## src/hdl/sls_pkg.sv

```systemverilog
// constants, types and carriers of the loop-mode secondary station
// What this block does
// - control byte: loop select at bit 1, go active on poll at bit 4
// - status byte: on loop at bit 1, loop sending at bit 4
// - loop select set: receive line passes straight to transmit line
// - loop select also preloads a flag into the transmit shifter
// - stay in pass-through until go active, then search for seven ones
// - seven ones: set break, insert one-bit delay, set on loop, enter hunt
// - on loop: no sending until a flag and a later end of poll arrive
// - with go active, next end of poll becomes a flag, then send
// - at that end of poll set break, hunt and loop sending
// - data ready early gives one flag; otherwise flags until data arrives while go active and loop select stay set
// - go active cleared before last byte: one closing flag, back to delay
// - loop sending clears once the closing flag has been sent
// - go active still set at frame end: keep sending flags
// - underrun and idle settings are ignored while in loop operation
// - control bits belong to software; device never alters them
// - status bits device-driven; command/status bits touched by both sides
// - unimplemented bits read zero; software writes zeros to reserved bits
// - vector read modified with status on second channel only
// - frame byte-count reads give their value only when enabled
// - loop select cleared: finish frame, keep delay, leave at next poll
// - with nrzi add a zero after closing flag if line levels differ
package sls_pkg;
    // ************************************************************
    // field positions
    // ************************************************************
    localparam int CTL_LOOP_SEL = 1;
    localparam int CTL_GO_ACTIVE = 4;
    localparam int STS_ON_LOOP = 1;
    localparam int STS_LOOP_SEND = 4;
    localparam int EXT_BREAK = 7;
    localparam int EXT_HUNT = 4;
    localparam int VEC_STS_LO = 1;
    // ************************************************************
    // bit patterns and reset values
    // ************************************************************
    localparam logic [7:0] FLAG_PAT = 8'h7E;
    localparam logic [7:0] EOP_PAT = 8'h7F;
    localparam logic [6:0] SEVEN_ONES = 7'h7F;
    localparam logic [2:0] STUFF_ONES = 3'h5;
    localparam logic [2:0] LAST_BIT = 3'h7;
    localparam logic [7:0] REG_RST = 8'h00;
    localparam logic [13:0] FCNT_RST = 14'h0000;
    // ************************************************************
    // types
    // ************************************************************
    typedef enum logic [2:0] {
        ST_OFF, ST_PASS, ST_WAIT_FLAG, ST_WAIT_EOP, ST_SEND, ST_PAD
    } sls_state_t;
    typedef struct packed {
        logic on_loop;
        logic loop_sending;
        logic break_abort;
        logic hunt;
    } sls_stat_t;
    localparam sls_stat_t STAT_RST = '{1'b0, 1'b0, 1'b0, 1'b0};
endpackage
```

## src/hdl/sls_loop_station.sv

```systemverilog
// loop-mode secondary station: repeater, poll detection and frame sender
`timescale 1ns/1ps
module sls_loop_station
    import sls_pkg::*;
(
    input wire logic sys_clk, // 100 MHz system clock
    input wire logic sys_rst, // synchronous reset, active high
    input wire logic line_clk, // loop bit clock pin
    input wire logic rx_pin, // loop receive line pin
    output logic tx_pin_ff, // loop transmit line
    input wire logic [7:0] misc_control_reg, // loop control byte
    input wire logic idle_flag, // off-loop idle: 1 flags, or zeros if a loop send left the shifter empty; 0 marks
    input wire logic nrzi_en, // nrzi line coding
    input wire logic clr_break, // pulse: clear break/abort bit
    input wire logic [7:0] tx_data, // transmit byte
    input wire logic tx_valid, // transmit byte offered
    output logic tx_ready_ff, // buffer can take a byte
    output logic [7:0] misc_status_reg_ff, // loop status byte
    output logic [7:0] buffer_ext_status_reg_ff, // break and hunt
    input wire logic chan_b, // read through second channel
    input wire logic [7:0] vec_base, // stored interrupt vector
    input wire logic [2:0] vec_status, // status code for vector
    input wire logic [7:0] pend_in, // interrupt pending bits
    input wire logic fc_en, // frame byte-count feature enable
    output logic [7:0] vector_read_reg_ff, // vector read value
    output logic [7:0] pending_bits_reg_ff, // pending bits read value
    output logic [7:0] frame_count_low_reg_ff, // byte count low
    output logic [7:0] frame_count_status_reg_ff // count high and status
);
    // ************************************************************
    // pin synchronisers and bit strobe
    // ************************************************************
    logic clk_s1_ff, clk_s2_ff, clk_s3_ff;
    logic rx_s1_ff, rx_s2_ff;
    logic strobe;

    // two stages per pin, third stage only for the edge detect
    always_ff @(posedge sys_clk)
    begin
        if (sys_rst)
        begin
            clk_s1_ff <= 1'b0;
            clk_s2_ff <= 1'b0;
            clk_s3_ff <= 1'b0;
            rx_s1_ff <= 1'b1;
            rx_s2_ff <= 1'b1;
        end
        else
        begin
            clk_s1_ff <= line_clk;
            clk_s2_ff <= clk_s1_ff;
            clk_s3_ff <= clk_s2_ff;
            rx_s1_ff <= rx_pin;
            rx_s2_ff <= rx_s1_ff;
        end
    end

    assign strobe = clk_s2_ff & ~clk_s3_ff; // rising line clock

    // ************************************************************
    // two-entry transmit buffer
    // ************************************************************
    logic [7:0] buf_ff [2];
    logic [1:0] cnt_ff, nxt_cnt;
    logic wr_ff, nxt_wr, rd_ff, nxt_rd;
    logic nxt_ready, push, pop, buf_valid;

    assign push = tx_valid & tx_ready_ff;
    assign buf_valid = (cnt_ff != 2'h0);

    // pointer and fill count update; ready follows the next count
    always_comb
    begin
        nxt_wr = wr_ff ^ push;
        nxt_rd = rd_ff ^ pop;
        nxt_cnt = cnt_ff + {1'b0, push} - {1'b0, pop};
        nxt_ready = (nxt_cnt != 2'h2);
    end

    always_ff @(posedge sys_clk)
    begin
        if (sys_rst)
        begin
            wr_ff <= 1'b0;
            rd_ff <= 1'b0;
            cnt_ff <= 2'h0;
            tx_ready_ff <= 1'b0;
        end
        else
        begin
            wr_ff <= nxt_wr;
            rd_ff <= nxt_rd;
            cnt_ff <= nxt_cnt;
            tx_ready_ff <= nxt_ready;
        end
        if (push)
        begin
            buf_ff[wr_ff] <= tx_data;
        end
    end

    // ************************************************************
    // loop sequencer and transmit shifter
    // ************************************************************
    sls_state_t state_ff, nxt_state;
    sls_stat_t stat_ff, nxt_stat;
    logic [7:0] hist_ff, nxt_hist, sh_ff, nxt_sh;
    logic [2:0] bcnt_ff, nxt_bcnt, ones_ff, nxt_ones;
    logic dly_ff, nxt_dly, nxt_tx;
    logic stuff_ff, nxt_stuff, frame_ff, nxt_frame;
    logic [13:0] fcnt_ff, nxt_fcnt;
    logic loop_sel, go_active, rx_dec, seven, brk_set, bit_out, adv;

    assign loop_sel = misc_control_reg[CTL_LOOP_SEL];
    assign go_active = misc_control_reg[CTL_GO_ACTIVE];
    // nrzi: a zero is a level change against the previous bit
    assign rx_dec = nrzi_en ? ~(rx_s2_ff ^ dly_ff) : rx_s2_ff;
    assign nxt_hist = strobe ? {hist_ff[6:0], rx_dec} : hist_ff;
    assign seven = (nxt_hist[6:0] == SEVEN_ONES);

    // next state of the whole loop sequence
    always_comb
    begin
        nxt_state = state_ff;
        nxt_stat = stat_ff;
        nxt_sh = sh_ff;
        nxt_bcnt = bcnt_ff;
        nxt_ones = ones_ff;
        nxt_stuff = stuff_ff;
        nxt_frame = frame_ff;
        nxt_fcnt = fcnt_ff;
        nxt_tx = tx_pin_ff;
        nxt_dly = strobe ? rx_s2_ff : dly_ff; // one-bit delay stage
        brk_set = 1'b0;
        pop = 1'b0;
        bit_out = 1'b1;
        adv = 1'b0;
        unique case (state_ff)
            ST_OFF:
            begin
                if (loop_sel)
                begin
                    nxt_state = ST_PASS;
                    nxt_sh = FLAG_PAT;
                    nxt_bcnt = 3'h0;
                    nxt_ones = 3'h0;
                    nxt_stuff = 1'b0;
                end
                else if (strobe)
                begin
                    nxt_tx = idle_flag ? sh_ff[0] : 1'b1;
                    nxt_sh = {sh_ff[0], sh_ff[7:1]};
                end
            end
            ST_PASS:
            begin
                nxt_tx = rx_s2_ff;
                if (!loop_sel)
                begin
                    nxt_state = ST_OFF;
                end
                else if (go_active && strobe && seven)
                begin
                    nxt_state = ST_WAIT_FLAG;
                    brk_set = 1'b1;
                    nxt_stat.on_loop = 1'b1;
                    nxt_stat.hunt = 1'b1;
                end
            end
            ST_WAIT_FLAG:
            begin
                if (strobe)
                begin
                    nxt_tx = dly_ff;
                    if (!loop_sel && seven)
                    begin
                        nxt_state = ST_OFF;
                        brk_set = 1'b1;
                        nxt_stat.on_loop = 1'b0;
                    end
                    else if (nxt_hist == FLAG_PAT)
                    begin
                        nxt_state = ST_WAIT_EOP;
                        nxt_stat.hunt = 1'b0;
                    end
                end
            end
            ST_WAIT_EOP:
            begin
                if (strobe)
                begin
                    nxt_tx = dly_ff;
                    if (nxt_hist == EOP_PAT)
                    begin
                        brk_set = 1'b1;
                        nxt_stat.hunt = 1'b1;
                        nxt_state = ST_WAIT_FLAG;
                        if (!loop_sel)
                        begin
                            nxt_state = ST_OFF;
                            nxt_stat.on_loop = 1'b0;
                        end
                        else if (go_active)
                        begin
                            nxt_state = ST_SEND;
                            nxt_stat.loop_sending = 1'b1;
                            // sixth one still goes out; the flag's leading
                            // zero replaces the seventh, closing a flag
                            nxt_sh = FLAG_PAT;
                            nxt_bcnt = 3'h0;
                            nxt_ones = 3'h0;
                            nxt_stuff = 1'b0;
                            nxt_frame = 1'b0;
                            nxt_fcnt = FCNT_RST;
                        end
                    end
                end
            end
            ST_SEND:
            begin
                if (strobe)
                begin
                    if (stuff_ff && ones_ff == STUFF_ONES)
                    begin
                        bit_out = 1'b0; // inserted zero
                        nxt_ones = 3'h0;
                    end
                    else
                    begin
                        bit_out = sh_ff[0];
                        adv = 1'b1;
                        nxt_sh = {1'b0, sh_ff[7:1]};
                        nxt_bcnt = bcnt_ff + 3'h1;
                        nxt_ones = sh_ff[0] ? ones_ff + 3'h1 : 3'h0;
                    end
                    nxt_tx = nrzi_en ? (bit_out ? tx_pin_ff : ~tx_pin_ff)
                                     : bit_out;
                    // underrun and idle settings play no part here
                    if (adv && bcnt_ff == LAST_BIT)
                    begin
                        nxt_ones = 3'h0;
                        if (buf_valid)
                        begin
                            nxt_sh = buf_ff[rd_ff];
                            pop = 1'b1;
                            nxt_stuff = 1'b1;
                            nxt_frame = 1'b1;
                            nxt_fcnt = fcnt_ff + 14'h0001;
                        end
                        else if (frame_ff)
                        begin
                            nxt_sh = FLAG_PAT;
                            nxt_stuff = 1'b0;
                            nxt_frame = 1'b0;
                        end
                        else if (go_active && loop_sel)
                        begin
                            nxt_sh = FLAG_PAT;
                            nxt_stuff = 1'b0;
                        end
                        else
                        begin
                            nxt_stat.loop_sending = 1'b0;
                            nxt_state = (nrzi_en && nxt_tx != rx_s2_ff)
                                        ? ST_PAD : ST_WAIT_FLAG;
                        end
                    end
                end
            end
            ST_PAD:
            begin
                if (strobe)
                begin
                    nxt_tx = ~tx_pin_ff; // extra nrzi zero
                    nxt_state = ST_WAIT_FLAG;
                end
            end
            default:
            begin
                nxt_state = ST_OFF;
            end
        endcase
        // hardware set wins over a software clear
        nxt_stat.break_abort = brk_set | (stat_ff.break_abort & ~clr_break);
    end

    always_ff @(posedge sys_clk)
    begin
        if (sys_rst)
        begin
            state_ff <= ST_OFF;
            stat_ff <= STAT_RST;
            hist_ff <= REG_RST;
            sh_ff <= FLAG_PAT;
            bcnt_ff <= 3'h0;
            ones_ff <= 3'h0;
            dly_ff <= 1'b1;
            stuff_ff <= 1'b0;
            frame_ff <= 1'b0;
            fcnt_ff <= FCNT_RST;
            tx_pin_ff <= 1'b1;
        end
        else
        begin
            state_ff <= nxt_state;
            stat_ff <= nxt_stat;
            hist_ff <= nxt_hist;
            sh_ff <= nxt_sh;
            bcnt_ff <= nxt_bcnt;
            ones_ff <= nxt_ones;
            dly_ff <= nxt_dly;
            stuff_ff <= nxt_stuff;
            frame_ff <= nxt_frame;
            fcnt_ff <= nxt_fcnt;
            tx_pin_ff <= nxt_tx;
        end
    end

    // ************************************************************
    // read-side registers
    // ************************************************************
    logic [7:0] nxt_misc, nxt_ext, nxt_vec, nxt_pend, nxt_fcl, nxt_fcs;

    // unimplemented bits read zero
    always_comb
    begin
        nxt_misc = REG_RST;
        nxt_misc[STS_ON_LOOP] = nxt_stat.on_loop;
        nxt_misc[STS_LOOP_SEND] = nxt_stat.loop_sending;
        nxt_ext = REG_RST;
        nxt_ext[EXT_BREAK] = nxt_stat.break_abort;
        nxt_ext[EXT_HUNT] = nxt_stat.hunt;
        nxt_vec = vec_base;
        if (chan_b)
        begin
            nxt_vec[VEC_STS_LO +: 3] = vec_status;
        end
        nxt_pend = chan_b ? REG_RST : pend_in;
        nxt_fcl = fc_en ? nxt_fcnt[7:0] : REG_RST;
        nxt_fcs = fc_en ? {nxt_frame, 1'b0, nxt_fcnt[13:8]}
                        : REG_RST;
    end

    always_ff @(posedge sys_clk)
    begin
        if (sys_rst)
        begin
            misc_status_reg_ff <= REG_RST;
            buffer_ext_status_reg_ff <= REG_RST;
            vector_read_reg_ff <= REG_RST;
            pending_bits_reg_ff <= REG_RST;
            frame_count_low_reg_ff <= REG_RST;
            frame_count_status_reg_ff <= REG_RST;
        end
        else
        begin
            misc_status_reg_ff <= nxt_misc;
            buffer_ext_status_reg_ff <= nxt_ext;
            vector_read_reg_ff <= nxt_vec;
            pending_bits_reg_ff <= nxt_pend;
            frame_count_low_reg_ff <= nxt_fcl;
            frame_count_status_reg_ff <= nxt_fcs;
        end
    end
endmodule

```

## config.mk

```make
export PLATFORM = sky130hd
export DESIGN_NAME = sls_loop_station
export DESIGN_NICKNAME = d
export VERILOG_FILES = /design/src/hdl/sls_pkg.sv /design/src/hdl/sls_loop_station.sv
export SDC_FILE = /design/constraint.sdc
export NUM_CORES = 1
export LEC_CHECK = 0
export CORE_MARGIN = 5
export CORE_UTILIZATION = 50
export CTS_CLUSTER_SIZE = 20
export DETAILED_ROUTE_END_ITERATION = 8
export DONT_BUFFER_PORTS = 1
export RECOVER_POWER = 25
export SKIP_CTS_REPAIR_TIMING = 1
export SLEW_MARGIN = 25
export SYNTH_ARGS = -nofsm -noshare
export SYNTH_HDL_FRONTEND = slang
export SYNTH_SLANG_ARGS = --single-unit
```

## constraint.sdc

```tcl
create_clock -name sys_clk -period 3 [get_ports sys_clk]
set_clock_uncertainty 0.2 [all_clocks]
set_input_delay 0.6 -clock sys_clk [delete_from_list [all_inputs] [get_ports sys_clk]]
set_output_delay 0.6 -clock sys_clk [all_outputs]
set_load 0.01 [all_outputs]
```

After elaboration in Yosys (flattened, before gate mapping):

Memories as Yosys holds them, arrays and structs flattened. A register that Yosys moved wholly into a read port is not among the register bits.
Cells that the tools add are included.

* bits in writable memories: 16
* input bits: 45
* word-level logic and storage cells: 229
* memories kept: 1
* flip-flop bits (word level): 105
* output and inout port bits: 50

Memories
* buf_ff: depth 2, width 8, rd ports 1, clocked after Yosys merged registers in 1, write ports 1, RTL line sls_loop_station.sv:63 `logic [7:0] buf_ff [2];`

* $add $sub $neg: 5
* bitwise operators: 12
* equal/unequal tests: 32
* mux-type cells: 126
* reductions and logical operators: 21

Operators by type and width (number)
* 2-to-1 mux 8 bit: 13
* 2-to-1 mux 14 bit: 7
* 2-to-1 mux 3 bit: 29
* 2-to-1 mux 1 bit: 63
* != test 2 bit, second input constant: 16
* one-hot mux 14 bit (2 select lines): 1
* one-hot mux 8 bit (3 select lines): 1
* one-hot mux 3 bit (3 select lines): 2
* one-hot mux 3 bit (6 select lines): 1
* equality test 8 x 7 -> 1 bit, second input constant: 2
* adder 14 x 1 -> 14 bit, second input constant: 1
* AND reduction 7 bit: 2
* equality test 3 bit, second input constant: 4
* one-hot mux 1 bit (3 select lines): 4
* AND reduction 12 bit: 1
* != test 3 bit, second input constant: 3
* AND reduction 9 bit: 1
* AND reduction 8 bit: 1
* equality test 7 bit, second input constant: 1
* logical AND 1 bit: 7
* adder 3 x 1 -> 3 bit, second input constant: 2
* equality test 3 x 2 -> 1 bit, second input constant: 2
* AND reduction 6 bit: 1
* OR reduction 2 bit: 3
* 18 further kinds: 28

Longest topological paths before layout:

Gate-level depths: netlist of the first run.

* word-level depth: 16
* gate-level depth with buffers: 14
* gate-level depth less buffers: 13

Worst setup path after synthesis of the first run:

OpenSTA, ideal clock, no wires.

* path kind: register -> register
* start point: reg ones_ff[1]
* end point: reg tx_ready_ff
* data required time: 2.672 ns
* arrival: 2.235 ns
* path slack: 0.438 ns
* clock period less this slack: 2.562 ns
* stages on the path, launching flop included: 15
* library setup time: 0.128 ns
* buffers on the path: 1
* path through: dfxtp_1 inv_1 ha_1 and3_1 buf_2 nor3_2 nand3_1 inv_2 ha_1 inv_1 ha_1 xor2_1 xnor2_1 nor2_1 nor2_1

* cells in the longest elaborated chain, start to end: 11

RTL lines
* from (decl): RTL line sls_loop_station.sv:108 `logic [2:0] bcnt_ff, nxt_bcnt, ones_ff, nxt_ones;`
* from (signal assigned): RTL line sls_loop_station.sv:310 `ones_ff <= nxt_ones;`
* equality test 3 bit: RTL line sls_loop_station.sv:223 `if (stuff_ff && ones_ff == STUFF_ONES)`
* logical AND 1 bit: RTL line sls_loop_station.sv:223
* 2-to-1 mux 1 bit: RTL line sls_loop_station.sv:223
* 2-to-1 mux 1 bit: RTL line sls_loop_station.sv:221 `if (strobe)`
* 2-to-1 mux 1 bit: RTL line sls_loop_station.sv:138 `unique case (state_ff)`
* logical AND 1 bit: RTL line sls_loop_station.sv:239 `if (adv && bcnt_ff == LAST_BIT)`
* 2-to-1 mux 1 bit: RTL line sls_loop_station.sv:239
* 2-to-1 mux 1 bit: RTL line sls_loop_station.sv:221
* 2-to-1 mux 1 bit: RTL line sls_loop_station.sv:138
* subtractor 2 x 1 -> 2 bit: RTL line sls_loop_station.sv:76 `nxt_cnt = cnt_ff + {1'b0, push} - {1'b0, pop};`
* != test 2 bit: RTL line sls_loop_station.sv:77 `nxt_ready = (nxt_cnt != 2'h2);`
* to (signal assigned): RTL line sls_loop_station.sv:94 `tx_ready_ff <= nxt_ready;`
* to (decl): RTL line sls_loop_station.sv:17 `output logic tx_ready_ff,`

No other way between the ends. The select of a mux whose other input is x is not followed.
A chain may end at the register's enable or synchronous reset.

Final worst setup path of the first run:

* start point: reg ones_ff[1]
* end point: reg frame_count_status_reg_ff[3]

* cells in the longest elaborated chain, start to end: 9

RTL lines
* equality test 3 bit: RTL line sls_loop_station.sv:223
* logical AND 1 bit: RTL line sls_loop_station.sv:223
* 2-to-1 mux 1 bit: RTL line sls_loop_station.sv:223
* 2-to-1 mux 1 bit: RTL line sls_loop_station.sv:221
* 2-to-1 mux 1 bit: RTL line sls_loop_station.sv:138
* logical AND 1 bit: RTL line sls_loop_station.sv:239
* 2-to-1 mux 14 bit: RTL line sls_loop_station.sv:239
* 2-to-1 mux 14 bit: RTL line sls_loop_station.sv:221
* one-hot mux 14 bit (2 select lines): RTL line sls_loop_station.sv:138
* to (signal assigned): RTL line sls_loop_station.sv:362 `frame_count_status_reg_ff <= nxt_fcs;`
* to (decl): RTL line sls_loop_station.sv:28 `output logic [7:0] frame_count_status_reg_ff`

No other way between the ends. The select of a mux whose other input is x is not followed.

==> results of run 1 <==
==> state kept, by name (all words and copies together), names as in the netlist, 2 cells and up, named ones only <==
register                   count
sh_ff                          8
ones_ff                        3
frame_count_low_reg_ff         8
vector_read_reg_ff             8
pending_bits_reg_ff            8
bcnt_ff                        3
state_ff                       3
frame_count_status_reg_ff      7
buf_ff                        16
cnt_ff                         2
hist_ff                        8
fcnt_ff                       14
==> per-stage QoR <==
stage | util | hold WS, ns
after floorplan | - | 0.1895
after global placement | 0.5170 | 0.2064
after detailed placement | 0.5170 | 0.2008
after CTS | 0.5388 | 0.08020
after global routing | 0.5388 | 0.06872
final | 0.5388 | 0.1003
==> worst max-delay path, delay by kind of cell (launching register included) <==
kind / cells / cell delay (ns)
flip-flops: 1 / 0.38
AND/OR/NAND/NOR: 5 / 1.64
buffers and inverters: 1 / 0.05
AO/OA/AOI/OAI: 1 / 0.16
adder cells (fa/ha/maj): 1 / 0.18
==> power by group <==
group / leakage (nW) / switching [mW] / total [mW] / internal [mW]
Combinational: 0.819 / 0.191 / 0.321 / 0.130
Sequential: 0.862 / 0.0690 / 1.54 / 1.47
Clock: 0.0982 / 0.515 / 0.860 / 0.345
==> how the worst max path moves through the flow <==
stage | from | to | slack (ns) | cells after the start
2_1_floorplan | ones_ff[1] | tx_ready_ff | 0.44 | 14
3_3_place_gp | ones_ff[1] | frame_count_status_reg_ff[1] | 0.35 | 8
3_5_place_dp | ones_ff[1] | frame_count_status_reg_ff[3] | 0.29 | 8
4_1_cts | ones_ff[1] | frame_count_status_reg_ff[3] | 0.26 | 8
5_1_grt | ones_ff[1] | frame_count_status_reg_ff[3] | 0.11 | 8
6_report | ones_ff[1] | frame_count_status_reg_ff[3] | 0.25 | 8
==> cell type report <==
class	instances	area share
Sequential cell	104	0.4547
Timing Repair Buffer	15	0.02284
Tap cell	111	0.02817
Multi-Input combinational cell	355	0.4418
Inverter	16	0.01218
Clock inverter	6	0.01243
Clock buffer	10	0.02791
==> cells in the mapped netlist (2+ instances only) <==
cell type,n
sky130_fd_sc_hd__o221ai_1,8
sky130_fd_sc_hd__nand3_1,11
sky130_fd_sc_hd__mux2i_1,11
sky130_fd_sc_hd__ha_1,9
sky130_fd_sc_hd__o22a_1,7
sky130_fd_sc_hd__or4b_1,2
sky130_fd_sc_hd__o21ai_1,8
sky130_fd_sc_hd__o22ai_1,2
sky130_fd_sc_hd__and3_1,10
sky130_fd_sc_hd__a211oi_1,3
sky130_fd_sc_hd__buf_1,2
sky130_fd_sc_hd__o31ai_1,2
sky130_fd_sc_hd__a311oi_1,3
sky130_fd_sc_hd__a31o_2,2
sky130_fd_sc_hd__and2_1,9
sky130_fd_sc_hd__inv_2,2
sky130_fd_sc_hd__nand2_1,38
sky130_fd_sc_hd__nor3_1,26
sky130_fd_sc_hd__dfxtp_1,88
sky130_fd_sc_hd__a2111oi_4,2
sky130_fd_sc_hd__a21o_1,2
sky130_fd_sc_hd__xor2_1,2
sky130_fd_sc_hd__nor2_1,48
sky130_fd_sc_hd__nand2b_1,6
sky130_fd_sc_hd__xnor2_1,3
sky130_fd_sc_hd__nand4_1,4
sky130_fd_sc_hd__a21oi_1,38
sky130_fd_sc_hd__o211ai_1,3
sky130_fd_sc_hd__buf_2,8
sky130_fd_sc_hd__or4_1,3
sky130_fd_sc_hd__nor2b_1,14
sky130_fd_sc_hd__clkbuf_1,18
sky130_fd_sc_hd__o21ai_0,20
sky130_fd_sc_hd__a221oi_1,2
sky130_fd_sc_hd__edfxtp_1,16
sky130_fd_sc_hd__o221a_2,2
sky130_fd_sc_hd__buf_4,13
sky130_fd_sc_hd__or2_2,2
sky130_fd_sc_hd__inv_1,14
sky130_fd_sc_hd__a31oi_1,11
sky130_fd_sc_hd__or3_1,6
==> cell usage in the layout, fill, tap and decap left out, types with 11 or more instances in the layout <==
| master | synthesis | layout |
|---|---|---|
| sky130_fd_sc_hd__edfxtp_1 | 16 | 16 |
| sky130_fd_sc_hd__mux2i_1 | 11 | 11 |
| sky130_fd_sc_hd__nand3_1 | 11 | 11 |
| sky130_fd_sc_hd__buf_4 | 13 | 15 |
| sky130_fd_sc_hd__nand2_1 | 38 | 38 |
| sky130_fd_sc_hd__inv_1 | 14 | 14 |
| sky130_fd_sc_hd__nor3_1 | 26 | 26 |
| sky130_fd_sc_hd__dfxtp_1 | 88 | 88 |
| sky130_fd_sc_hd__a31oi_1 | 11 | 11 |
| sky130_fd_sc_hd__o21ai_0 | 20 | 20 |
| sky130_fd_sc_hd__nor2_1 | 48 | 48 |
| sky130_fd_sc_hd__nor2b_1 | 14 | 14 |
| sky130_fd_sc_hd__a21oi_1 | 38 | 38 |
| sky130_fd_sc_hd__conb_1 | 1 | 13 |
==> cells by family (layout without fill, tap and decap cells) <==
logic type,after synthesis,in the layout,synth area share
AOI/OAI and AO/OA,125,125,0.1822
xor gates and xnor gates,6,6,0.01292
adders and majority gates,9,9,0.02423
buffers and inverters,57,47,0.05868
DFF,104,104,0.4824
muxes,11,11,0.02369
other,1,13,0.0008068
and+or+nand+nor,191,191,0.2151
==> routing by layer <==
metal / global-route usage / routed length [um] / up-vias
met2: 0.2796 / 4429 / 113
met3: 0.05525 / 756 / 6
met4: 0.05023 / 82 / 0
met5: 0 / 0 / -
met1: 0.2353 / 4594 / 1647
li1: - / - / 1776
==> impl_results.rst, run 1 <==
.. list-table::
   :header-rows: 1

   * - Metric
     - Value
   * - Final Wtd Congestion
     - 0.8664
   * - Biggest cell delay along the critical path
     - 0.63 ns
   * - Number of DRC markers after the initial detailed-route iteration
     - 140
   * - Width of the chip
     - 106.4 um
   * - FMAX
     - 363.3 MHz
   * - Post-synth EDFFs
     - 16
   * - Post-place setup slack
     - 0.2875 ns
   * - Number of synthesized register bits
     - between 100 and 150
   * - Number of placed I/O pins
     - 95
   * - Top fanout value on the critical path
     - 7
   * - Die outline area
     - 11320 sq um
   * - Final non-filler cell area
     - approximately 4900 sq um
   * - Status
     - finished clean
   * - Number of antenna violations at the first check in global routing
     - 0
   * - Multi-input gate area in the final layout
     - 2178 sq um
   * - Clock latency on the worst-skew pair
     - between 0.3 and 0.4 ns
   * - Core ar.
     - ~9200 sq um
   * - Worst vdd rail ir drop
     - 0.3387 mV
   * - Hold/Removal Path Class
     - in -> reg
   * - Leakage power summed over all cells
     - 1.779 nW
   * - R2r worst-path depth
     - 8
   * - Clock-pin slew reported for the worst setup and hold paths after clock tree synthesis
     - 0.11 ns
   * - Dominant cells by area after synthesis
     - sky130_fd_sc_hd__dfxtp_1 (38%), sky130_fd_sc_hd__edfxtp_1 (10%), sky130_fd_sc_hd__a21oi_1 (4.1%)
   * - Crit Reg-Reg Endpoint
     - frame_count_status_reg_ff[3]
   * - Actual slew at the worst max-slew pin
     - approximately 0.58 ns
   * - Number of cell rows
     - 35
   * - Starting Density
     - 0.5079
   * - Maximum number of pins on one net before global-route repair
     - 66
   * - DRC viols
     - 0
   * - Proportion of synthesized chip area in sequential cells
     - 0.4824
   * - Post-Place Cells
     - between 600 and 700
   * - Maximum number of buffers from clock root to sink
     - 2
   * - RSZ-0062 raised after global routing
     - false
   * - Number of different library cells in the post-synthesis netlist
     - 65
   * - Accumulated negative setup slack
     - 0 ns
   * - CP Cell Sequence
     - inv_1 > ha_1 > and3_1 > or3_1 > or4_4 > o21ai_1 > and3_1 > nor3_1
   * - Drt first pass iters
     - 4
   * - Final WS setup
     - ~0.25 ns
   * - Min-delay src
     - sys_rst
   * - Number of hold violations in the final report
     - 0
   * - Total chip power
     - 2.716 mW
   * - Number of max-cap violations
     - 0
   * - Share of the synthesized area in the top cell type
     - 0.3790
   * - Arrival @ worst endpoint
     - 2.79 ns
   * - Area used by sequential logic in the layout
     - 2242 sq um
   * - Fraction of synthesis flops using an asynchronous set or reset pin
     - 0
   * - Total count of max-transition violations in the final report
     - 0
   * - Aggregate global-route resource usage
     - 0.1773
   * - Via total after detailed routing
     - 3542
   * - Estimated wirelength of the detail-placed design
     - between 7 and 8 mm
   * - Startpoint-to-endpoint class of the critical path
     - reg -> reg
   * - Routed wire length
     - 9.863 mm
   * - Relative max-transition margin
     - 0.6092
   * - CTS buffer count
     - 9
   * - Area growth, synth to finish
     - 6.083%
   * - Non-filler instance count after layout
     - slightly above 600
   * - Clock root buffer
     - sky130_fd_sc_hd__clkbuf_8
   * - Average wire per standard cell
     - ~16 um
   * - Net count reported at finish
     - 555
   * - Number of warnings issued by yosys
     - 0
   * - Overflow after GRT
     - 0
   * - Cell count of the worst hold path
     - 1
   * - Power per cell area
     - 550.9 nW/um^2
   * - Critical Path Most Common Cell
     - sky130_fd_sc_hd__and3_1
   * - Reg2reg start
     - ones_ff[1]
   * - Slowest stage cell, crit path
     - sky130_fd_sc_hd__or4_4
   * - Primary flip-flop cell chosen by synthesis mapping
     - sky130_fd_sc_hd__dfxtp_1
   * - Y dimension of the die
     - ~110 um
   * - Clock tree from TritonCTS
     - yes
   * - Required time of the critical path
     - 3.03 ns
   * - Number of cells produced by synthesis
     - 504
   * - Antenna diodes
     - 0
   * - Final setup violation count
     - 0
   * - Period utilisation layout
     - 0.9174
   * - Max H-tree Level
     - 3
   * - Count of nets left with antenna violations after detail routing
     - 0
   * - Fraction of layout cells with a size suffix above 1
     - 0.09881
   * - Num Clock Sinks
     - 104
   * - Wire length of the first global-routing pass
     - 16.29 mm
   * - Dpl cell area
     - 4732 sq um
   * - Endpoint, Worst Hold
     - state_ff[2]
   * - Mapped Avg Cell Area
     - 9.223 sq um
   * - Input/output buffers
     - 0
   * - Element type at the critical path start
     - flip-flop
   * - Area leader, netlist
     - sky130_fd_sc_hd__dfxtp_1
   * - Crit path time final
     - 2.752 ns
   * - Element type at the critical path end
     - flip-flop
   * - Count of filler cells inserted in the layout
     - 847
   * - Vias per inst
     - 5.741
   * - Number of global-route vias before repair
     - approximately 3300
   * - Netlist Area Pre-Place
     - roughly 4600 sq um
   * - Reg-to-reg setup timing slack
     - 0.25 ns
Power figures use the tool's default switching activity.
==> run 2, diff against run 1 <==
Settings changed: CTS_CLUSTER_DIAMETER set to 120.
Clock period 3 ns to 3.1 ns, I/O delays scaled along.
==> run 2 against run 1 <==
Via count about the same. Sequential power down 3%. Utilization down 0.096 points. Flip-flop and latch count unchanged. Maximum frequency up 2.8%. Critical path depth unchanged. Hold slack better by 0.024 ns. Non-clock buffer count down 2. Clock-buffer cell count unchanged. Largest cell class unchanged.
==> impl_results.rst, run 2 (synthesized netlist as in run 1, its figures left out) <==
.. list-table::
   :header-rows: 1

   * - Metric
     - Value
   * - Status
     - finished clean (unchanged)
   * - CTS buffer count
     - 9 (unchanged)
   * - Input/output buffers
     - 0 (unchanged)
   * - Estimated wirelength of the detail-placed design
     - 6.898 mm (was 7.058 mm)
   * - Number of max-cap violations
     - 0 (unchanged)
   * - Clock root buffer
     - sky130_fd_sc_hd__clkbuf_8 (unchanged)
   * - Maximum number of buffers from clock root to sink
     - 2 (unchanged)
   * - Critical Path Most Common Cell
     - sky130_fd_sc_hd__and3_1 (unchanged)
   * - Hold/Removal Path Class
     - in -> reg (unchanged)
   * - Non-filler instance count after layout
     - 615 (was 617)
   * - Arrival @ worst endpoint
     - 2.71 ns (was 2.79 ns)
   * - Final setup violation count
     - 0 (unchanged)
   * - FMAX
     - 373.5 MHz (was 363.3 MHz)
   * - Reg2reg start
     - ones_ff[1] (unchanged)
   * - Slowest stage cell, crit path
     - sky130_fd_sc_hd__or4_4 (unchanged)
   * - Vias per inst
     - 5.763 (was 5.741)
   * - Y dimension of the die
     - 106.4 um (unchanged)
   * - Internal Power
     - 1.901 mW (was 1.941 mW)
   * - Wire length of the first global-routing pass
     - 16.08 mm (was 16.29 mm)
   * - Crit path time final
     - 2.677 ns (was 2.752 ns)
   * - Die outline area
     - 11320 sq um (unchanged)
   * - Leakage power summed over all cells
     - 1.766 nW (was 1.779 nW)
   * - Biggest cell delay along the critical path
     - 0.63 ns (about the same)
   * - Top fanout value on the critical path
     - 7 (unchanged)
   * - Comb power frac
     - 0.117 (was 0.118)
   * - Clock tree from TritonCTS
     - yes (unchanged)
   * - Element type at the critical path start
     - flip-flop (unchanged)
   * - Number of antenna violations at the first check in global routing
     - 0 (unchanged)
   * - Count of buffering cells on the critical path with inverters included
     - 1 (unchanged)
   * - Max H-tree Level
     - 3 (unchanged)
   * - Max FFs per register
     - 16 (unchanged)
   * - Starting Density
     - 0.5079 (unchanged)
   * - Startpoint-to-endpoint class of the critical path
     - reg -> reg (unchanged)
   * - Count of filler cells inserted in the layout
     - 823 (was 847)
   * - Commonest non-fill, non-tap cell in the layout
     - sky130_fd_sc_hd__dfxtp_1 (unchanged)
   * - Final non-filler cell area
     - 4922 sq um (was 4931 sq um)
   * - Most flop-heavy register
     - buf_ff (unchanged)
   * - Commonest non-fill, non-tap cells in the layout
     - sky130_fd_sc_hd__dfxtp_1 (88), sky130_fd_sc_hd__nor2_1 (48), sky130_fd_sc_hd__a21oi_1 (38), sky130_fd_sc_hd__nand2_1 (38), sky130_fd_sc_hd__nor3_1 (26) (unchanged)
   * - Drt first pass iters
     - 4 (unchanged)
   * - Switching component of the power
     - 0.7485 mW (was 0.7751 mW)
   * - Number of cell rows
     - 35 (unchanged)
   * - Total count of max-transition violations in the final report
     - 0 (unchanged)
   * - Relative max-transition margin
     - 0.5657 (was 0.6092)
   * - Area growth, synth to finish
     - 5.895% (was 6.083%)
   * - Element type at the critical path end
     - flip-flop (unchanged)
   * - Core ar.
     - 9153 sq um (unchanged)
   * - Post-layout util
     - 0.5378 (was 0.5388)
   * - Aggregate global-route resource usage
     - 0.1736 (was 0.1773)
   * - Via total after detailed routing
     - 3544 (was 3542)
   * - Number of hold violations in the final report
     - 0 (unchanged)
   * - Maximum number of pins on one net before global-route repair
     - 66 (unchanged)
   * - Final Wtd Congestion
     - 0.8706 (was 0.8664)
   * - Flop pwr share
     - 0.561 (was 0.565)
   * - Clock-pin slew reported for the worst setup and hold paths after clock tree synthesis
     - 0.10 ns (was 0.11 ns)
   * - Regs by FF count
     - buf_ff x16, fcnt_ff x14 (unchanged)
   * - Net Sw Frac
     - 0.2824 (was 0.2854)
   * - Accumulated negative setup slack
     - 0 ns (unchanged)
   * - Clock latency on the worst-skew pair
     - 0.36 ns (was 0.37 ns)
   * - Actual slew at the worst max-slew pin
     - 0.6476 ns (was 0.5827 ns)
   * - Routed wire length
     - 9.729 mm (was 9.863 mm)
   * - Multi-input gate area in the final layout
     - 2178 sq um (unchanged)
   * - Number of placed I/O pins
     - 95 (unchanged)
   * - Net count reported at finish
     - 553 (was 555)
   * - CP Cell Sequence
     - inv_1 > ha_1 > and3_1 > or3_1 > or4_4 > o21ai_1 > and3_1 > nor3_1 (unchanged)
   * - Count of nets left with antenna violations after detail routing
     - 0 (unchanged)
   * - Dpl cell area
     - 4717 sq um (was 4732 sq um)
   * - Reg-to-reg setup timing slack
     - 0.42 ns (was 0.25 ns)
   * - Clock network power share
     - 0.322 (was 0.317)
   * - Overflow after GRT
     - 0 (unchanged)
   * - Width of the chip
     - 106.4 um (unchanged)
   * - Antenna diodes
     - 0 (unchanged)
   * - Required time of the critical path
     - 3.13 ns (was 3.03 ns)
   * - Num Clock Sinks
     - 104 (unchanged)
   * - Average wire per standard cell
     - 15.82 um (was 15.99 um)
   * - Number of global-route vias before repair
     - 3287 (was 3313)
   * - Critical path origin
     - ones_ff[1] (unchanged)
   * - RSZ-0062 raised after global routing
     - false (unchanged)
   * - Worst vdd rail ir drop
     - 0.4193 mV (was 0.3387 mV)
   * - Delay-heaviest family, CP
     - simple AND/OR/NAND/NOR gates (unchanged)
   * - Number of DRC markers after the initial detailed-route iteration
     - 216 (was 140)
   * - Fraction of layout cells with a size suffix above 1
     - 0.09325 (was 0.09881)
   * - DRC viols
     - 0 (unchanged)
   * - Period utilisation layout
     - 0.8636 (was 0.9174)
   * - Post-Place Cells
     - 599 (was 601)
   * - Min-delay src
     - sys_rst (unchanged)
   * - Area used by sequential logic in the layout
     - 2242 sq um (unchanged)
   * - Power per cell area
     - 538.4 nW/um^2 (was 550.9 nW/um^2)
-- run 2: worst register-to-register path, stage by stage (launching register included) --
cell and delay (ns):
sky130_fd_sc_hd__dfxtp_1 0.36, sky130_fd_sc_hd__inv_1 0.05, sky130_fd_sc_hd__ha_1 0.19, sky130_fd_sc_hd__and3_1 0.26
sky130_fd_sc_hd__or3_1 0.48, sky130_fd_sc_hd__or4_4 0.63, sky130_fd_sc_hd__o21ai_1 0.15, sky130_fd_sc_hd__and3_1 0.19
sky130_fd_sc_hd__nor3_1 0.06
-- run 2: cell type report --
type                    count  area share
clock buffers              10     0.03025
clock inverters             6     0.01220
inverters                  16     0.01220
multi-input cells         355      0.4426
flip-flops and latches    104      0.4555
well taps                 111     0.02822
repair buffers             13     0.01906
-- run 2: final timing paths --
| check | to | depth (start not counted) |
|---|---|---|
| worst min-delay path | state_ff[2] | 1 |
| worst max register to register | frame_count_status_reg_ff[1] | 8 |
| worst max-delay path | frame_count_status_reg_ff[1] | 8 |
| worst min register to register | rx_s2_ff | 1 |
-- run 2: power by group through the flow --
| stage | clock network [mW] | registers (mW) | logic (mW) |
|---|---|---|---|
| after floorplan | 0 | 1.48 | 0.291 |
| after global placement | 0 | 1.52 | 0.303 |
| after detailed placement | 0 | 1.52 | 0.307 |
| after CTS | 0.886 | 1.49 | 0.309 |
| after global routing | 0.943 | 1.50 | 0.350 |
| final | 0.852 | 1.49 | 0.311 |
-- run 2: routing by layer --
layer | vias to the layer above | wire length (um) | track usage | part of all wire
met3 | 15 | 813 | 0.05161 | 0.084
met2 | 116 | 4259 | 0.2661 | 0.44
li1 | 1777 | - | - | -
met5 | - | 0 | 0 | 0
met4 | 0 | 149 | 0.05479 | 0.015
met1 | 1636 | 4507 | 0.2361 | 0.46
-- run 2: per-stage QoR --
stage / worst slack [ns] / total power [mW] / hold slack (ns)
floorplan: 0.5376 / 1.776 / 0.1895
global placement: 0.4128 / 1.818 / 0.2079
detailed placement: 0.4245 / 1.824 / 0.1971
CTS: 0.4051 / 2.681 / 0.09711
global route: 0.2145 / 2.789 / 0.08763
finish: 0.4229 / 2.650 / 0.1242
